[src/verilog/tra_pkg.sv]
/*
 * constants, carriers and register field positions of the temperature result formatter
 * and alert block.
 * assumes a single 250 mhz system clock, an apb master with 32-bit data and
 * a conversion front end that presents one local/remote pair per rising link edge.
 */
// Notes on behaviour
// - cfg2 d2:d1 select filter; 00 off, 11 on
// - filter off: 11-bit remote words, 1/8 degree
// - filter on: 13-bit remote words, 1/32 degree
// - signed words: degrees in upper byte, two's complement
// - unsigned remote spans 0 to 255.875 degrees, 255.96875 with filter on
// - filtered unsigned lsb weight is 0008h
// - local word 11-bit signed, 1/8 degree, left-justified
// - local readings clamp at 127.875, never wrap
// - only temperature registers return reading data
// - critical output low when any result over limit
// - critical released when all below limit minus hysteresis
// - remote over critical limit sets status flag
// - local over shared limit sets status flag
// - outputs and flags update once per pair
// - overtemp output asserted when any result over limit
// - remote over overtemp limit sets status flag
// - diode fault forces -128 / 255.875, sets d2
// - register pointer resets to local temperature
// - pointer holds until written again
// - filter adds no steady offset
// - comparisons use filtered remote when filter on
// - config1 mask bits gate each channel onto outputs
package tra_pkg;

   // ****************************************************
   // register indices (byte address is four times these)
   // ****************************************************
   localparam logic [7:0] IDX_LOCAL_MSB = 8'h00;
   localparam logic [7:0] IDX_LOCAL_LSB = 8'h30;
   localparam logic [7:0] IDX_REM_SIGNED_MSB = 8'h01;
   localparam logic [7:0] IDX_REM_SIGNED_LSB = 8'h10;
   localparam logic [7:0] IDX_REM_UNSIGNED_MSB = 8'h31;
   localparam logic [7:0] IDX_REM_UNSIGNED_LSB = 8'h32;
   localparam logic [7:0] IDX_STATUS1 = 8'h02;
   localparam logic [7:0] IDX_CFG1_A = 8'h03;
   localparam logic [7:0] IDX_CFG1_B = 8'h09;
   localparam logic [7:0] IDX_CFG2 = 8'hbf;
   localparam logic [7:0] IDX_REM_CRIT_LIMIT = 8'h19;
   localparam logic [7:0] IDX_REM_OVERTEMP_LIMIT = 8'h07;
   localparam logic [7:0] IDX_LOCAL_LIMIT = 8'h20;
   localparam logic [7:0] IDX_HYSTERESIS = 8'h21;
   localparam logic [7:0] IDX_POINTER = 8'h80;
   localparam logic [7:0] IDX_DATA = 8'h81;

   // ****************************************************
   // field positions
   // ****************************************************
   localparam int CFG2_FILTER_SEL_HI = 2;
   localparam int CFG2_FILTER_SEL_LO = 1;
   localparam int CFG2_PIN_ADDR_MODE = 0;
   localparam int CFG2_FAULT_MASK_CRIT = 3;
   localparam int CFG2_FAULT_MASK_OVERTEMP = 4;
   localparam int CFG1_LOCAL_OVERTEMP_MASK = 0;
   localparam int CFG1_LOCAL_CRIT_MASK = 1;
   localparam int CFG1_REM_OVERTEMP_MASK = 3;
   localparam int CFG1_REM_CRIT_MASK = 4;
   localparam int ST_LOCAL_LIMIT_FLAG = 6;
   localparam int ST_ADDR_SELECT = 5;
   localparam int ST_REMOTE_CRITICAL_FLAG = 4;
   localparam int ST_REMOTE_OVERTEMP_FLAG = 3;
   localparam int ST_DIODE_FAULT = 2;
   localparam int ST_CRIT_PIN = 1;
   localparam int ST_OVERTEMP_PIN = 0;

   // ****************************************************
   // reset values and codes
   // ****************************************************
   localparam logic [7:0] CFG1_RST = 8'h00;
   localparam logic [7:0] CFG2_RST = 8'h1f;
   localparam logic [7:0] REM_CRIT_LIMIT_RST = 8'h6e;
   localparam logic [7:0] REM_OVERTEMP_LIMIT_RST = 8'h55;
   localparam logic [7:0] LOCAL_LIMIT_RST = 8'h55;
   localparam logic [7:0] HYSTERESIS_RST = 8'h0a;
   localparam logic [7:0] POINTER_RST = 8'h00;
   localparam logic [7:0] CFG1_WMASK = 8'h5b;
   localparam logic [1:0] FILTER_ON = 2'b11;
   localparam logic [15:0] SIGNED_FAULT_CODE = 16'h8000;
   localparam logic [15:0] UNSIGNED_FAULT_CODE = 16'hffe0;
   localparam int FILT_FRAC = 4;
   localparam int FILT_SHIFT = 2;

   // ****************************************************
   // carriers
   // ****************************************************
   typedef struct packed {
      logic [11:0] paddr;
      logic psel;
      logic penable;
      logic pwrite;
      logic [31:0] pwdata;
   } tra_apb_req_type;

   typedef struct packed {
      logic [31:0] prdata;
      logic pready;
      logic pslverr;
   } tra_apb_rsp_type;

   // local in 1/8 degree, remote in 1/32 degree, both two's complement
   typedef struct packed {
      logic [11:0] localRaw;
      logic [13:0] remoteRaw;
      logic diodeFault;
   } tra_conv_type;

endpackage

[src/verilog/tra_result_alerts.sv]
/*
 * result formatting, remote filter, limit compare and alert pins of the
 * temperature sensor, with its registers behind an apb slave.
 * assumes the front end changes its data on the falling edge of the
 * conversion clock and holds it across the rising edge that marks a pair.
 */
`timescale 1ns/1ns
module tra_result_alerts (
   // clock and reset
   input wire logic sys_clk,
   input wire logic rst_n,
   // register bus
   input wire tra_pkg::tra_apb_req_type apbReq,
   output tra_pkg::tra_apb_rsp_type apbRsp,
   // conversion link, foreign domain
   input wire logic convClkIn,
   input wire tra_pkg::tra_conv_type convIn,
   // critical alert pin, open drain
   input wire logic criticalAlertIn,
   output logic criticalAlertOut,
   output logic criticalAlertOeN,
   // shared overtemp / address pin, open drain
   input wire logic addrSelectIn,
   output logic overtempAlertOut,
   output logic overtempAlertOeN
);
   import tra_pkg::*;

   // ****************************************************
   // state
   // ****************************************************
   typedef struct packed {
      logic clkS1;                  // link clock synchroniser
      logic clkS2;
      logic clkS3;                  // edge detect history
      tra_conv_type convS1;         // data synchroniser
      tra_conv_type convS2;
      logic critPinS1;              // pin readback synchronisers
      logic critPinS2;
      logic addrS1;
      logic addrS2;
      logic [15:0] localWord;       // formatted results
      logic [15:0] remSigned;
      logic [15:0] remUnsigned;
      logic [17:0] filtAcc;         // filter with four guard bits
      logic filtPrimed;
      logic [7:0] cfg1;
      logic [7:0] cfg2;
      logic [7:0] remCriticalLimit;
      logic [7:0] remOvertempLimit;
      logic [7:0] localLimit;
      logic [7:0] hyst;
      logic [7:0] pointer;
      logic [7:0] status;
      logic critActive;
      logic overtempActive;
      logic critPinOut;
      logic critPinOeN;
      logic overtempPinOut;
      logic overtempPinOeN;
      tra_apb_rsp_type rsp;
   } tra_state_type;

   tra_state_type st;       // registered state
   tra_state_type next_st;  // next state

   // ****************************************************
   // helpers
   // ****************************************************
   // release threshold; a hysteresis above the limit pins it at zero
   function automatic logic [15:0] relThr(input logic [7:0] lim, input logic [7:0] h);
      relThr = (lim >= h) ? {8'(lim - h), 8'h00} : 16'h0000;
   endfunction

   // register byte seen by a read at index i
   function automatic logic [7:0] readByte(input logic [7:0] i, input tra_state_type s);
      case (i)
         IDX_LOCAL_MSB: readByte = s.localWord[15:8];
         IDX_LOCAL_LSB: readByte = s.localWord[7:0];
         IDX_REM_SIGNED_MSB: readByte = s.remSigned[15:8];
         IDX_REM_SIGNED_LSB: readByte = s.remSigned[7:0];
         IDX_REM_UNSIGNED_MSB: readByte = s.remUnsigned[15:8];
         IDX_REM_UNSIGNED_LSB: readByte = s.remUnsigned[7:0];
         IDX_STATUS1: readByte = s.status;
         IDX_CFG1_A, IDX_CFG1_B: readByte = s.cfg1;
         IDX_CFG2: readByte = s.cfg2;
         IDX_REM_CRIT_LIMIT: readByte = s.remCriticalLimit;
         IDX_REM_OVERTEMP_LIMIT: readByte = s.remOvertempLimit;
         IDX_LOCAL_LIMIT: readByte = s.localLimit;
         IDX_HYSTERESIS: readByte = s.hyst;
         IDX_POINTER: readByte = s.pointer;
         default: readByte = 8'h00;   // unmapped reads as zero
      endcase
   endfunction

   // indices that answer without error
   function automatic logic isMapped(input logic [7:0] i);
      case (i)
         IDX_LOCAL_MSB, IDX_LOCAL_LSB, IDX_REM_SIGNED_MSB, IDX_REM_SIGNED_LSB,
         IDX_REM_UNSIGNED_MSB, IDX_REM_UNSIGNED_LSB, IDX_STATUS1, IDX_CFG1_A,
         IDX_CFG1_B, IDX_CFG2, IDX_REM_CRIT_LIMIT, IDX_REM_OVERTEMP_LIMIT,
         IDX_LOCAL_LIMIT, IDX_HYSTERESIS, IDX_POINTER, IDX_DATA: isMapped = 1'b1;
         default: isMapped = 1'b0;
      endcase
   endfunction

   // ****************************************************
   // link edge and remote filter
   // ****************************************************
   logic pairEdge;                  // one completed local/remote pair
   logic filterOn;
   logic signed [13:0] remRaw;
   logic signed [17:0] filtTarget;
   logic signed [18:0] filtDiff;
   logic signed [18:0] filtStep;
   logic signed [18:0] filtRound;   // bias that rounds a rising step up
   logic [17:0] filtNew;
   logic signed [13:0] remNew;
   logic signed [11:0] localRaw;
   logic [12:0] remSig13;
   logic [12:0] remUns13;
   logic [10:0] local11;
   logic [15:0] remSigWord;
   logic [15:0] remUnsWord;
   logic [15:0] localWordNew;
   logic fault;

   // edge found from the second and third flops only
   assign pairEdge = st.clkS2 & ~st.clkS3;
   assign filterOn = ({st.cfg2[CFG2_FILTER_SEL_HI], st.cfg2[CFG2_FILTER_SEL_LO]}
                      == FILTER_ON);
   assign remRaw = $signed(st.convS2.remoteRaw);
   assign localRaw = $signed(st.convS2.localRaw);
   assign fault = st.convS2.diodeFault;
   assign filtTarget = {remRaw, 4'h0};
   assign filtDiff = {filtTarget[17], filtTarget} - {st.filtAcc[17], st.filtAcc};
   // a rising input rounds its step up and a falling one floors it, so the
   // accumulator lands exactly on a steady input and leaves no offset
   assign filtRound = filtDiff[18] ? 19'sd0 : 19'((1 << FILT_SHIFT) - 1);
   assign filtStep = (filtDiff + filtRound) >>> FILT_SHIFT;
   // reloaded while off or faulted, so turning it on starts from the raw value
   assign filtNew = (!filterOn || !st.filtPrimed || fault) ? filtTarget :
                    18'(st.filtAcc + filtStep[17:0]);
   assign remNew = filterOn ? $signed(filtNew[17:FILT_FRAC]) : remRaw;

   // ****************************************************
   // formatting
   // ****************************************************
   always_comb begin
      // signed remote: 12 bits plus sign, clamped to its range
      if (remNew > 14'sd4095) begin
         remSig13 = 13'h0fff;
      end else if (remNew < -14'sd4096) begin
         remSig13 = 13'h1000;
      end else begin
         remSig13 = remNew[12:0];
      end
      // unsigned remote: 0 to 255.96875
      if (remNew < 14'sd0) begin
         remUns13 = 13'h0000;
      end else if (remNew > 14'sd8191) begin
         remUns13 = 13'h1fff;
      end else begin
         remUns13 = remNew[12:0];
      end
      // filter off drops the two finest bits, unused bits stay zero
      if (!filterOn) begin
         remSig13[1:0] = 2'b00;
         remUns13[1:0] = 2'b00;
      end
      remSigWord = {remSig13, 3'b000};
      remUnsWord = {remUns13, 3'b000};
      if (fault) begin
         remSigWord = SIGNED_FAULT_CODE;
         remUnsWord = UNSIGNED_FAULT_CODE;
      end
      // local clamps at 127.875 rather than wrapping
      if (localRaw > 12'sd1023) begin
         local11 = 11'h3ff;
      end else if (localRaw < -12'sd1024) begin
         local11 = 11'h400;
      end else begin
         local11 = localRaw[10:0];
      end
      localWordNew = {local11, 5'b00000};
   end

   // ****************************************************
   // limit compare
   // ****************************************************
   logic remOverCrit;
   logic remOverOt;
   logic remBelowCrit;
   logic remBelowOt;
   logic localOver;
   logic localBelow;
   logic remCritGate;
   logic remOtGate;
   logic critSet;
   logic critClear;
   logic otSet;
   logic otClear;

   // remote compares on the unsigned word so limits reach 255 degrees
   assign remOverCrit = remUnsWord > {st.remCriticalLimit, 8'h00};
   assign remOverOt = remUnsWord > {st.remOvertempLimit, 8'h00};
   assign remBelowCrit = remUnsWord < relThr(st.remCriticalLimit, st.hyst);
   assign remBelowOt = remUnsWord < relThr(st.remOvertempLimit, st.hyst);
   // local limit is seven bits; negative readings are always below it
   assign localOver = !localWordNew[15] &&
                      (localWordNew > {1'b0, st.localLimit[6:0], 8'h00});
   assign localBelow = localWordNew[15] ||
                       (localWordNew < relThr({1'b0, st.localLimit[6:0]}, st.hyst));
   // a channel may drive a pin only when unmasked; a masked fault is ignored
   assign remCritGate = !st.cfg1[CFG1_REM_CRIT_MASK] &&
                        !(fault && st.cfg2[CFG2_FAULT_MASK_CRIT]);
   assign remOtGate = !st.cfg1[CFG1_REM_OVERTEMP_MASK] &&
                      !(fault && st.cfg2[CFG2_FAULT_MASK_OVERTEMP]);
   assign critSet = (remOverCrit && remCritGate) ||
                    (localOver && !st.cfg1[CFG1_LOCAL_CRIT_MASK]);
   assign critClear = (remBelowCrit || !remCritGate) &&
                      (localBelow || st.cfg1[CFG1_LOCAL_CRIT_MASK]);
   assign otSet = (remOverOt && remOtGate) ||
                  (localOver && !st.cfg1[CFG1_LOCAL_OVERTEMP_MASK]);
   assign otClear = (remBelowOt || !remOtGate) &&
                    (localBelow || st.cfg1[CFG1_LOCAL_OVERTEMP_MASK]);

   // ****************************************************
   // bus decode
   // ****************************************************
   logic apbSetup;
   logic apbWrite;
   logic [7:0] reqIdx;
   logic reqOk;
   logic [7:0] wrIdx;
   logic [7:0] wrData;

   assign apbSetup = apbReq.psel && !apbReq.penable;
   // writes land only on the edge that completes the access
   assign apbWrite = apbReq.psel && apbReq.penable && st.rsp.pready &&
                     apbReq.pwrite && !st.rsp.pslverr;
   assign reqIdx = apbReq.paddr[9:2];
   assign reqOk = (apbReq.paddr[1:0] == 2'b00) && (apbReq.paddr[11:10] == 2'b00) &&
                  isMapped(reqIdx);
   // the data window writes wherever the pointer stands, other than the pointer register itself
   assign wrIdx = (reqIdx == IDX_DATA) ? st.pointer : reqIdx;
   assign wrData = apbReq.pwdata[7:0];

   // ****************************************************
   // next state
   // ****************************************************
   always_comb begin
      next_st = st;
      // two flops on everything from the link and the pins
      next_st.clkS1 = convClkIn;
      next_st.clkS2 = st.clkS1;
      next_st.clkS3 = st.clkS2;
      next_st.convS1 = convIn;
      next_st.convS2 = st.convS1;
      next_st.critPinS1 = criticalAlertIn;
      next_st.critPinS2 = st.critPinS1;
      next_st.addrS1 = addrSelectIn;
      next_st.addrS2 = st.addrS1;
      // results, flags and alerts move only on a completed pair
      if (pairEdge) begin
         next_st.filtAcc = filtNew;
         next_st.filtPrimed = 1'b1;
         next_st.localWord = localWordNew;
         next_st.remSigned = remSigWord;
         next_st.remUnsigned = remUnsWord;
         next_st.status[ST_REMOTE_CRITICAL_FLAG] = remOverCrit;
         next_st.status[ST_REMOTE_OVERTEMP_FLAG] = remOverOt;
         next_st.status[ST_LOCAL_LIMIT_FLAG] = localOver;
         next_st.status[ST_DIODE_FAULT] = fault;
         if (critSet) begin
            next_st.critActive = 1'b1;
         end else if (critClear) begin
            next_st.critActive = 1'b0;
         end
         if (otSet) begin
            next_st.overtempActive = 1'b1;
         end else if (otClear) begin
            next_st.overtempActive = 1'b0;
         end
      end
      // live pin readback in the status byte, except the overtemp pin bit, which copies its own enable
      next_st.status[ST_CRIT_PIN] = st.critPinS2;
      next_st.status[ST_OVERTEMP_PIN] = st.overtempPinOeN;
      next_st.status[ST_ADDR_SELECT] = st.addrS2;
      // enables low means pulling the pin low
      next_st.critPinOeN = !st.critActive;
      next_st.overtempPinOeN = !(st.overtempActive &&
                                 !st.cfg2[CFG2_PIN_ADDR_MODE]);
      // one wait-free answer: pready rises for the access phase
      next_st.rsp.pready = apbSetup;
      next_st.rsp.pslverr = apbSetup && !reqOk;
      if (apbSetup) begin
         // the window reads the pointed register; readings come only from theirs
         next_st.rsp.prdata = {24'h000000,
            readByte((reqIdx == IDX_DATA) ? st.pointer : reqIdx, st)};
      end
      if (apbWrite) begin
         if (reqIdx == IDX_POINTER) begin
            next_st.pointer = wrData;
         end
         case (wrIdx)
            IDX_CFG1_A, IDX_CFG1_B: next_st.cfg1 = wrData & CFG1_WMASK;
            IDX_CFG2: next_st.cfg2 = {3'b000, wrData[4:0]};
            IDX_REM_CRIT_LIMIT: next_st.remCriticalLimit = wrData;
            IDX_REM_OVERTEMP_LIMIT: next_st.remOvertempLimit = wrData;
            IDX_LOCAL_LIMIT: next_st.localLimit = {1'b0, wrData[6:0]};
            IDX_HYSTERESIS: next_st.hyst = wrData;
            default: ;   // read-only targets ignore writes
         endcase
      end
   end

   // ****************************************************
   // state register
   // ****************************************************
   always_ff @(posedge sys_clk or negedge rst_n) begin
      if (!rst_n) begin
         st <= '0;
         st.cfg1 <= CFG1_RST;
         st.cfg2 <= CFG2_RST;
         st.remCriticalLimit <= REM_CRIT_LIMIT_RST;
         st.remOvertempLimit <= REM_OVERTEMP_LIMIT_RST;
         st.localLimit <= LOCAL_LIMIT_RST;
         st.hyst <= HYSTERESIS_RST;
         st.pointer <= POINTER_RST;
         st.critPinOeN <= 1'b1;
         st.overtempPinOeN <= 1'b1;
      end else begin
         st <= next_st;
      end
   end

   // outputs straight from flops
   assign apbRsp = st.rsp;
   assign criticalAlertOut = st.critPinOut;
   assign criticalAlertOeN = st.critPinOeN;
   assign overtempAlertOut = st.overtempPinOut;
   assign overtempAlertOeN = st.overtempPinOeN;
endmodule // tra_result_alerts

[config.mk]
export PLATFORM = sky130hd
export DESIGN_NAME = tra_result_alerts
export DESIGN_NICKNAME = d
export VERILOG_FILES = /design/src/verilog/tra_pkg.sv /design/src/verilog/tra_result_alerts.sv
export SDC_FILE = /design/constraint.sdc
export NUM_CORES = 1
export LEC_CHECK = 0
export BUFFER_PORTS_ARGS = -buffer_cell sky130_fd_sc_hd__buf_2
export CAP_MARGIN = 0
export CORE_MARGIN = 2
export CORE_UTILIZATION = 30
export CTS_CLUSTER_SIZE = 10
export DETAILED_ROUTE_END_ITERATION = 8
export PLACE_DENSITY = 0.44
export SLEW_MARGIN = 25
export SYNTH_ARGS = -nofsm -noshare
export SYNTH_HDL_FRONTEND = slang
export SYNTH_SLANG_ARGS = --single-unit
[constraint.sdc]
create_clock -name sys_clk -period 14.1 [get_ports sys_clk]
set_input_delay 0.705 -clock sys_clk [delete_from_list [all_inputs] [get_ports sys_clk]]
set_output_delay 0.705 -clock sys_clk [all_outputs]
set_load 0.01 [all_outputs]
After elaboration in Yosys (flattened, before gate mapping)
Cells that the tools add are included.
{ "totals": {"ff_bits": 193, "in_bits": 79, "out_inout_bits": 38, "wordCells": 173} }
{ "classes": {"n_addsub": 6, "order_cmp": 15, "n_eq_ne": 30, "muxes": 23, "bitwise_logic": 2, "reduce_logical": 63} }
{ "op_table": {"columns": ["cell", "count"], "rows": [
  ["case mux 8 bit (14 select lines)", 1],
  ["== test 8 x 6 -> 1 bit, second input constant", 10],
  ["two-way mux 16 bit", 5],
  ["two-way mux 13 bit", 4],
  ["less-than comparator 16 bit", 3],
  ["== test 8 bit, second input constant", 5],
  ["== test 8 x 2 -> 1 bit, second input constant", 4],
  ["== test 8 x 5 -> 1 bit, second input constant", 4],
  ["greater-than comparator 16 bit", 2],
  ["two-way mux 11 bit", 2],
  ["logical AND 1 bit", 20],
  ["adder 19 x 3 -> 19 bit", 1],
  ["subtractor 18 x 18 -> 19 bit", 1],
  ["adder 18 bit", 1],
  ["two-way mux 18 bit", 1],
  ["AND reduction 2 bit", 9],
  ["zero test 1 bit", 17],
  ["== test 8 x 1 -> 1 bit, second input constant", 2],
  ["== test 8 x 3 -> 1 bit, second input constant", 2],
  ["== test 8 x 4 -> 1 bit, second input constant", 2],
  [">= comparator 8 bit", 2],
  ["greater-than comparator 16 x 15 -> 1 bit", 1],
  ["zero test 8 bit", 2],
  ["OR reduction 16 bit", 1],
  ["other kinds (20)", 37]
]} }

Logic depth before layout (Yosys ltp)
{ "depth": {"ltp_word": 16, "mapped_depth": 35, "ltp_nobuf": 33} }

Worst setup path after synthesis
No wires, ideal clock.
{ "synth_path": {"path_type": "register -> register", "startpoint": "reg st[105] (netlist name)", "endpoint": "reg st[38] (netlist name)", "setup_ns": 0.135, "arrival_time_ns": 6.045, "required_ns": 13.965, "path_slack_ns": 7.920, "stages_incl_launch_ff": 31, "n_path_buf": 2, "synth_period_minus_slack_ns": 6.180, "cell_sequence": "dfrtp_1 buf_6 inv_1 ha_1 buf_2 nand4bb_1 a211oi_2 nor2_1 o211ai_2 o21ai_1 or3_1 nor2_1 nand2_1 xnor2_1 ha_1 nor4_1 o21ai_0 a31oi_1 o21ai_0 a21o_1 a21o_1 a31o_2 a211oi_1 a211oi_2 or2_1 ha_1 and3_1 nand3_1 or2_2 a2111oi_2 o31ai_1"} }
{ "synth_between": {"elab_cells_between_ends": 21, "cone_classes": "add/sub (3); order compare (4); mux (8); reduce/logical (6)"} }
{ "synth_lines": {"columns": ["item", "line_no", "rtl"], "rows": [
  ["start: declaration", "tra_result_alerts.sv:64", "tra_state_type st;"],
  ["start signal: assignment", "tra_result_alerts.sv:334", "st <= next_st;"],
  ["subtractor 18 x 18 -> 19 bit", "tra_result_alerts.sv:136", "assign filtDiff = {filtTarget[17], filtTarget} - {st.filtAcc[17], st.filtAcc};"],
  ["two-way mux 2 bit", "tra_result_alerts.sv:139", "assign filtRound = filtDiff[18] ? 19'sd0 : 19'((1 << FILT_SHIFT) - 1);"],
  ["adder 19 x 3 -> 19 bit", "tra_result_alerts.sv:140", "assign filtStep = (filtDiff + filtRound) >>> FILT_SHIFT;"],
  ["adder 18 bit (*)", "tra_result_alerts.sv:143", "18'(st.filtAcc + filtStep[17:0]);"],
  ["two-way mux 18 bit (*)", "tra_result_alerts.sv:142", "assign filtNew = (!filterOn || !st.filtPrimed || fault) ? filtTarget :"],
  ["two-way mux 14 bit (*)", "tra_result_alerts.sv:144", "assign remNew = filterOn ? $signed(filtNew[17:FILT_FRAC]) : remRaw;"],
  ["greater-than comparator 14 bit", "tra_result_alerts.sv:161", "end else if (remNew > 14'sd8191) begin"],
  ["two-way mux 13 bit", "tra_result_alerts.sv:161", null],
  ["two-way mux 13 bit (*)", "tra_result_alerts.sv:159", "if (remNew < 14'sd0) begin"],
  ["two-way mux 16 bit (*)", "tra_result_alerts.sv:173", "if (fault) begin"],
  ["via remUnsWord[15]", "tra_result_alerts.sv:124", "logic [15:0] remUnsWord;"],
  ["greater-than comparator 16 bit or less-than comparator 16 bit (tied branches)", "tra_result_alerts.sv:206, tra_result_alerts.sv:208", null],
  ["logical AND 1 bit or logical OR 1 bit (tied branches)", "tra_result_alerts.sv:223, tra_result_alerts.sv:225", null],
  ["logical OR 1 bit or logical AND 1 bit (tied branches)", "tra_result_alerts.sv:223, tra_result_alerts.sv:225", null],
  ["nonzero test 2 bit (no source line)", null, null],
  ["AND reduction 2 bit (no source line)", null, null]
]} }
Mark *: on every way through the listed nets, which the timed path passes. The rest lies on a longest branch.
A chain may end at the register's enable or synchronous reset.

Worst setup path in the final report
{ "layout_path": {"startpoint": "reg st[106] (netlist name)", "endpoint": "reg st[43] (netlist name)"} }
{ "layout_between": {"elab_cells_between_ends": 13, "cone_classes": "add/sub (3); order compare (3); mux (7)"} }
{ "layout_lines": {"columns": ["item", "line_no", "rtl"], "rows": [
  ["subtractor 18 x 18 -> 19 bit", "tra_result_alerts.sv:136", null],
  ["two-way mux 2 bit", "tra_result_alerts.sv:139", null],
  ["adder 19 x 3 -> 19 bit", "tra_result_alerts.sv:140", null],
  ["adder 18 bit (*)", "tra_result_alerts.sv:143", null],
  ["two-way mux 18 bit (*)", "tra_result_alerts.sv:142", null],
  ["two-way mux 14 bit (*)", "tra_result_alerts.sv:144", null],
  ["greater-than comparator 14 bit", "tra_result_alerts.sv:161", null],
  ["two-way mux 13 bit", "tra_result_alerts.sv:161", null],
  ["two-way mux 13 bit (*)", "tra_result_alerts.sv:159", null],
  ["two-way mux 16 bit (*)", "tra_result_alerts.sv:173", null],
  ["via remUnsWord[9]", "tra_result_alerts.sv:124", null],
  ["greater-than comparator 16 bit (*)", "tra_result_alerts.sv:206", "assign remOverOt = remUnsWord > {st.remOvertempLimit, 8'h00};"]
]} }
Marked as above.

==> results.yml <==
power_and_ir_drop:
  p_seq_share_pct: 40.8
  pwr-share-comb_pct: 25.4
  p_int_uw: 959
  leakagePower_nw: 5.91
  power_density_nw_per_um2: 110
  ir_drop_uv: 95.1
  p_sw_uw: 507
  clkPwrFrac_pct: 33.8
  switching_share_pct: 34.6
  p_total_mw: 1.47
routing:
  dr_total_vias: 9517
  ant_nets: 0
  post_drt_wl_per_cell_um: 19.6
  routed_wl_um: 36600
  drt_iter0_markers: 744
  dr.pass1.iters: 5
  drc: 0
  post_drt_via_cell_ratio: 5.10
worst_setup_path:
  r2r_slack_ns: 6.12
  reg2reg_to: "st[43]"
  cp_num_cells: 28
  r2r-start: "st[106]"
  worstPathArrival_ns: 8.30
  reg2reg_depth: 28
  crit_type: "reg -> reg"
  start_kind: "flip-flop"
  cp_top_family: "compound AO/OA/AOI/OAI gates"
  slowest_delay_ns: 0.54
  timing.critical_path.to: "st[43]"
  critPathMostFrequentCell: "ha_1"
  cpMaxStageDelayCell: "a21oi_2"
  required_ns: 14.42
  startpoint: "st[106]"
  worstPathMaxFanout: 11
  crit_path_end_kind: "flip-flop"
  critPathBufInv: 1
clock_network:
  root_buffer: "clkbuf_16"
  clock_latency_ns: 0.46
  cts_hold_buffers: 0
  clock-sinks: 187
  path_clk_slew_ns: 0.08
  cts_resized: 0
  cts_tree: "done"
  cts_max_level: 4
  cts_buffers: 17
  post_cts_buffers: 0
  cts_buffer_depth: 2
floorplanning:
  die_h_um: 203
  die_area_um2: 41300
  boundaryPins: 117
  core_area_um2: 38900
  rows: 72
  fp.dieW_um: 203
  initial_core_util_pct: 30.6
yosys:
  ys_top_cells_by_area: "dfrtp_1 (35%), ha_1 (10%), nand2_1 (5.3%)"
  synth_area_per_cell_um2: 9.30
  netlist_instances: 1280
  synth-compound-area-share_pct: 19.6
  ys_ff_latch: 187
  synth_edf_count: 0
  synth.top_cell.area_share_pct: 34.7
  synth-xor-area-share_pct: 4.32
  ys_seq_area_share_pct: 39.5
  async_flop_share_pct: 100
  synth.cell_area_um2: 11900
  synth_flop_cell: "dfrtp_1"
  yosysTopAreaCell: "dfrtp_1"
  synth-adder-area-share_pct: 11.4
  synth_top_family_by_area: "compound AO/OA/AOI/OAI gates"
  ys_types: 84
  synthMuxAreaShare_pct: 3.39
  synthSimpleGateAreaFrac_pct: 15.9
  synth_warnings: 0
global_routing:
  met3_usage_pct: 3.04
  grt_overflow_total: 0
  grt_max_degree: 83
  grt_pass1_wl_um: 55800
  antenna_found_initial: 0
  grt-busiest-layer: "met2"
  grt_pass1_vias: 9069
  groute.usage.overall_pct: 18.0
  grt_use_met1_pct: 26.1
  grtUsageMet2_pct: 27.9
sta:
  fmax_mhz: 125
  setup_slack_ns: 6.12
  tns_ns: 0
  holdWs_ns: 0.275
  finalHoldViolCount: 0
  slew_headroom_pct: 37.7
  tightest_slew_ns: 0.935
  finClkSkew_ns: 0.0156
  finalMaxSlewViolations: 0
  grt_setup_unrepaired: "no"
  finalCriticalPeriod_ns: 7.98
  setup_viol: 0
  timing.final.crit_share_pct: 56.6
place:
  numPortBuffers: 66
  hpwl_um: 28000
  placed_cells: 1834
  placed_area_um2: 12700
  place_congestion: 0.820
  place_ws_ns: 6.18
final_layout:
  fin_area_um2: 13300
  syn2layout_area_growth_pct: 11.8
  drive_above_1_share_pct: 14.5
  num_antenna_cells: 0
  nNetsFinal: 1513
  instances_no_fill: 1866
  final_util_pct: 34.2
flow_run:
  maxCapViolCount: 0
min_path:
  hp-class: "in -> async"
status:
  status: "completed"
power by group through the flow:
stage          registers (mW)  clock network (mW)  logic (mW)
4_1_cts                 0.598               0.509       0.373
3_3_place_gp            0.608                   0       0.368
3_5_place_dp            0.608                   0       0.371
2_1_floorplan           0.594                   0       0.284
5_1_grt                 0.601               0.532       0.419
6_report                0.598               0.495       0.373
cell usage after synthesis (5+ instances only):
cell type and count:
inv_1 73, xor2_1 25, nor2b_1 12, a41oi_1 5
buf_2 5, ha_1 95, buf_4 38, nor4_1 7
a222oi_1 10, a31oi_1 18, o21ai_0 87, a21oi_1 65
mux2_2 31, nor3b_1 6, a221oi_1 7, o21ai_1 17
a22oi_1 20, xnor2_1 30, and3_1 10, and2_1 7
nand4_1 6, nand3_1 25, o2111ai_1 5, maj3_1 9
o31ai_1 9, o21a_1 11, dfrtp_1 165, or3_1 5
a21o_1 40, nor2_1 79, nor3_1 25, a22o_1 5
nand2b_1 19, clkbuf_1 24, nand2_1 169, dfstp_2 22
logic make-up after synthesis:
group	after synthesis
XOR/XNOR	57
buffers and inverters	144
AO/OA/AOI/OAI	350
other	1
flip-flops	187
adder cells (fa/ha/maj)	108
multiplexers	36
AND/OR/NAND/NOR	397
flip-flops by register name (all words and copies together), names as in the netlist:
register          count
apbRsp               10
criticalAlertOeN      1
fault                 1
localRaw             12
next_st              33
overtempAlertOeN      1
remRaw               14
st                  115
routing by layer:
metal | vias to the layer above | part of all wire (%)
met4 | 0 | 1.5
met3 | 28 | 4.4
met5 | - | 0
li1 | 4659 | -
met2 | 217 | 45
met1 | 4613 | 49
worst reg2reg max path: cells and delay by family (launching register included):
kind | cells | cell delay [ns]
AOI/OAI and AO/OA | 15 | 4.23
xor gates and xnor gates | 3 | 0.84
DFF | 1 | 0.48
adders and majority gates | 3 | 1.02
buffers and inverters | 1 | 0.12
and+or+nand+nor | 6 | 1.16
worst min path at each step:
stage	depth (start not counted)	endpoint	slack, ns
6_report	1	next_st[195]	0.28
3_5_place_dp	0	localRaw[0]	0.33
5_1_grt	1	next_st[195]	0.32
4_1_cts	1	next_st[195]	0.31
2_1_floorplan	0	fault	0.33
3_3_place_gp	0	localRaw[9]	0.33
cells in the final DEF, fill, tap and decap left out, types with 7 or more instances in the layout:
cell type,instances
nand2_1,169
dfrtp_1,165
ha_1,95
o21ai_0,87
nor2_1,79
inv_1,73
a21oi_1,65
buf_2,65
a21o_1,40
mux2_2,31
xnor2_1,30
conb_1,26
xor2_1,25
nand3_1,25
nor3_1,25
dfstp_2,22
a22oi_1,20
nand2b_1,18
a31oi_1,18
o21ai_1,17
clkbuf_16,17
buf_4,16
nor2b_1,11
o21a_1,11
and3_1,10
a222oi_1,10
o31ai_1,9
maj3_1,9
and2_1,7
a221oi_1,7
area by class of cell:
cell class              count  area, µm²
fillers                  4074      25600
clock inverters            13        150
repair buffers             82        459
flip-flops and latches    187       4710
clock buffers              19        453
multi-input cells         974       6620
well taps                 518        648
inverters                  73        274
No activity file was read; power rests on OpenSTA's default activity.
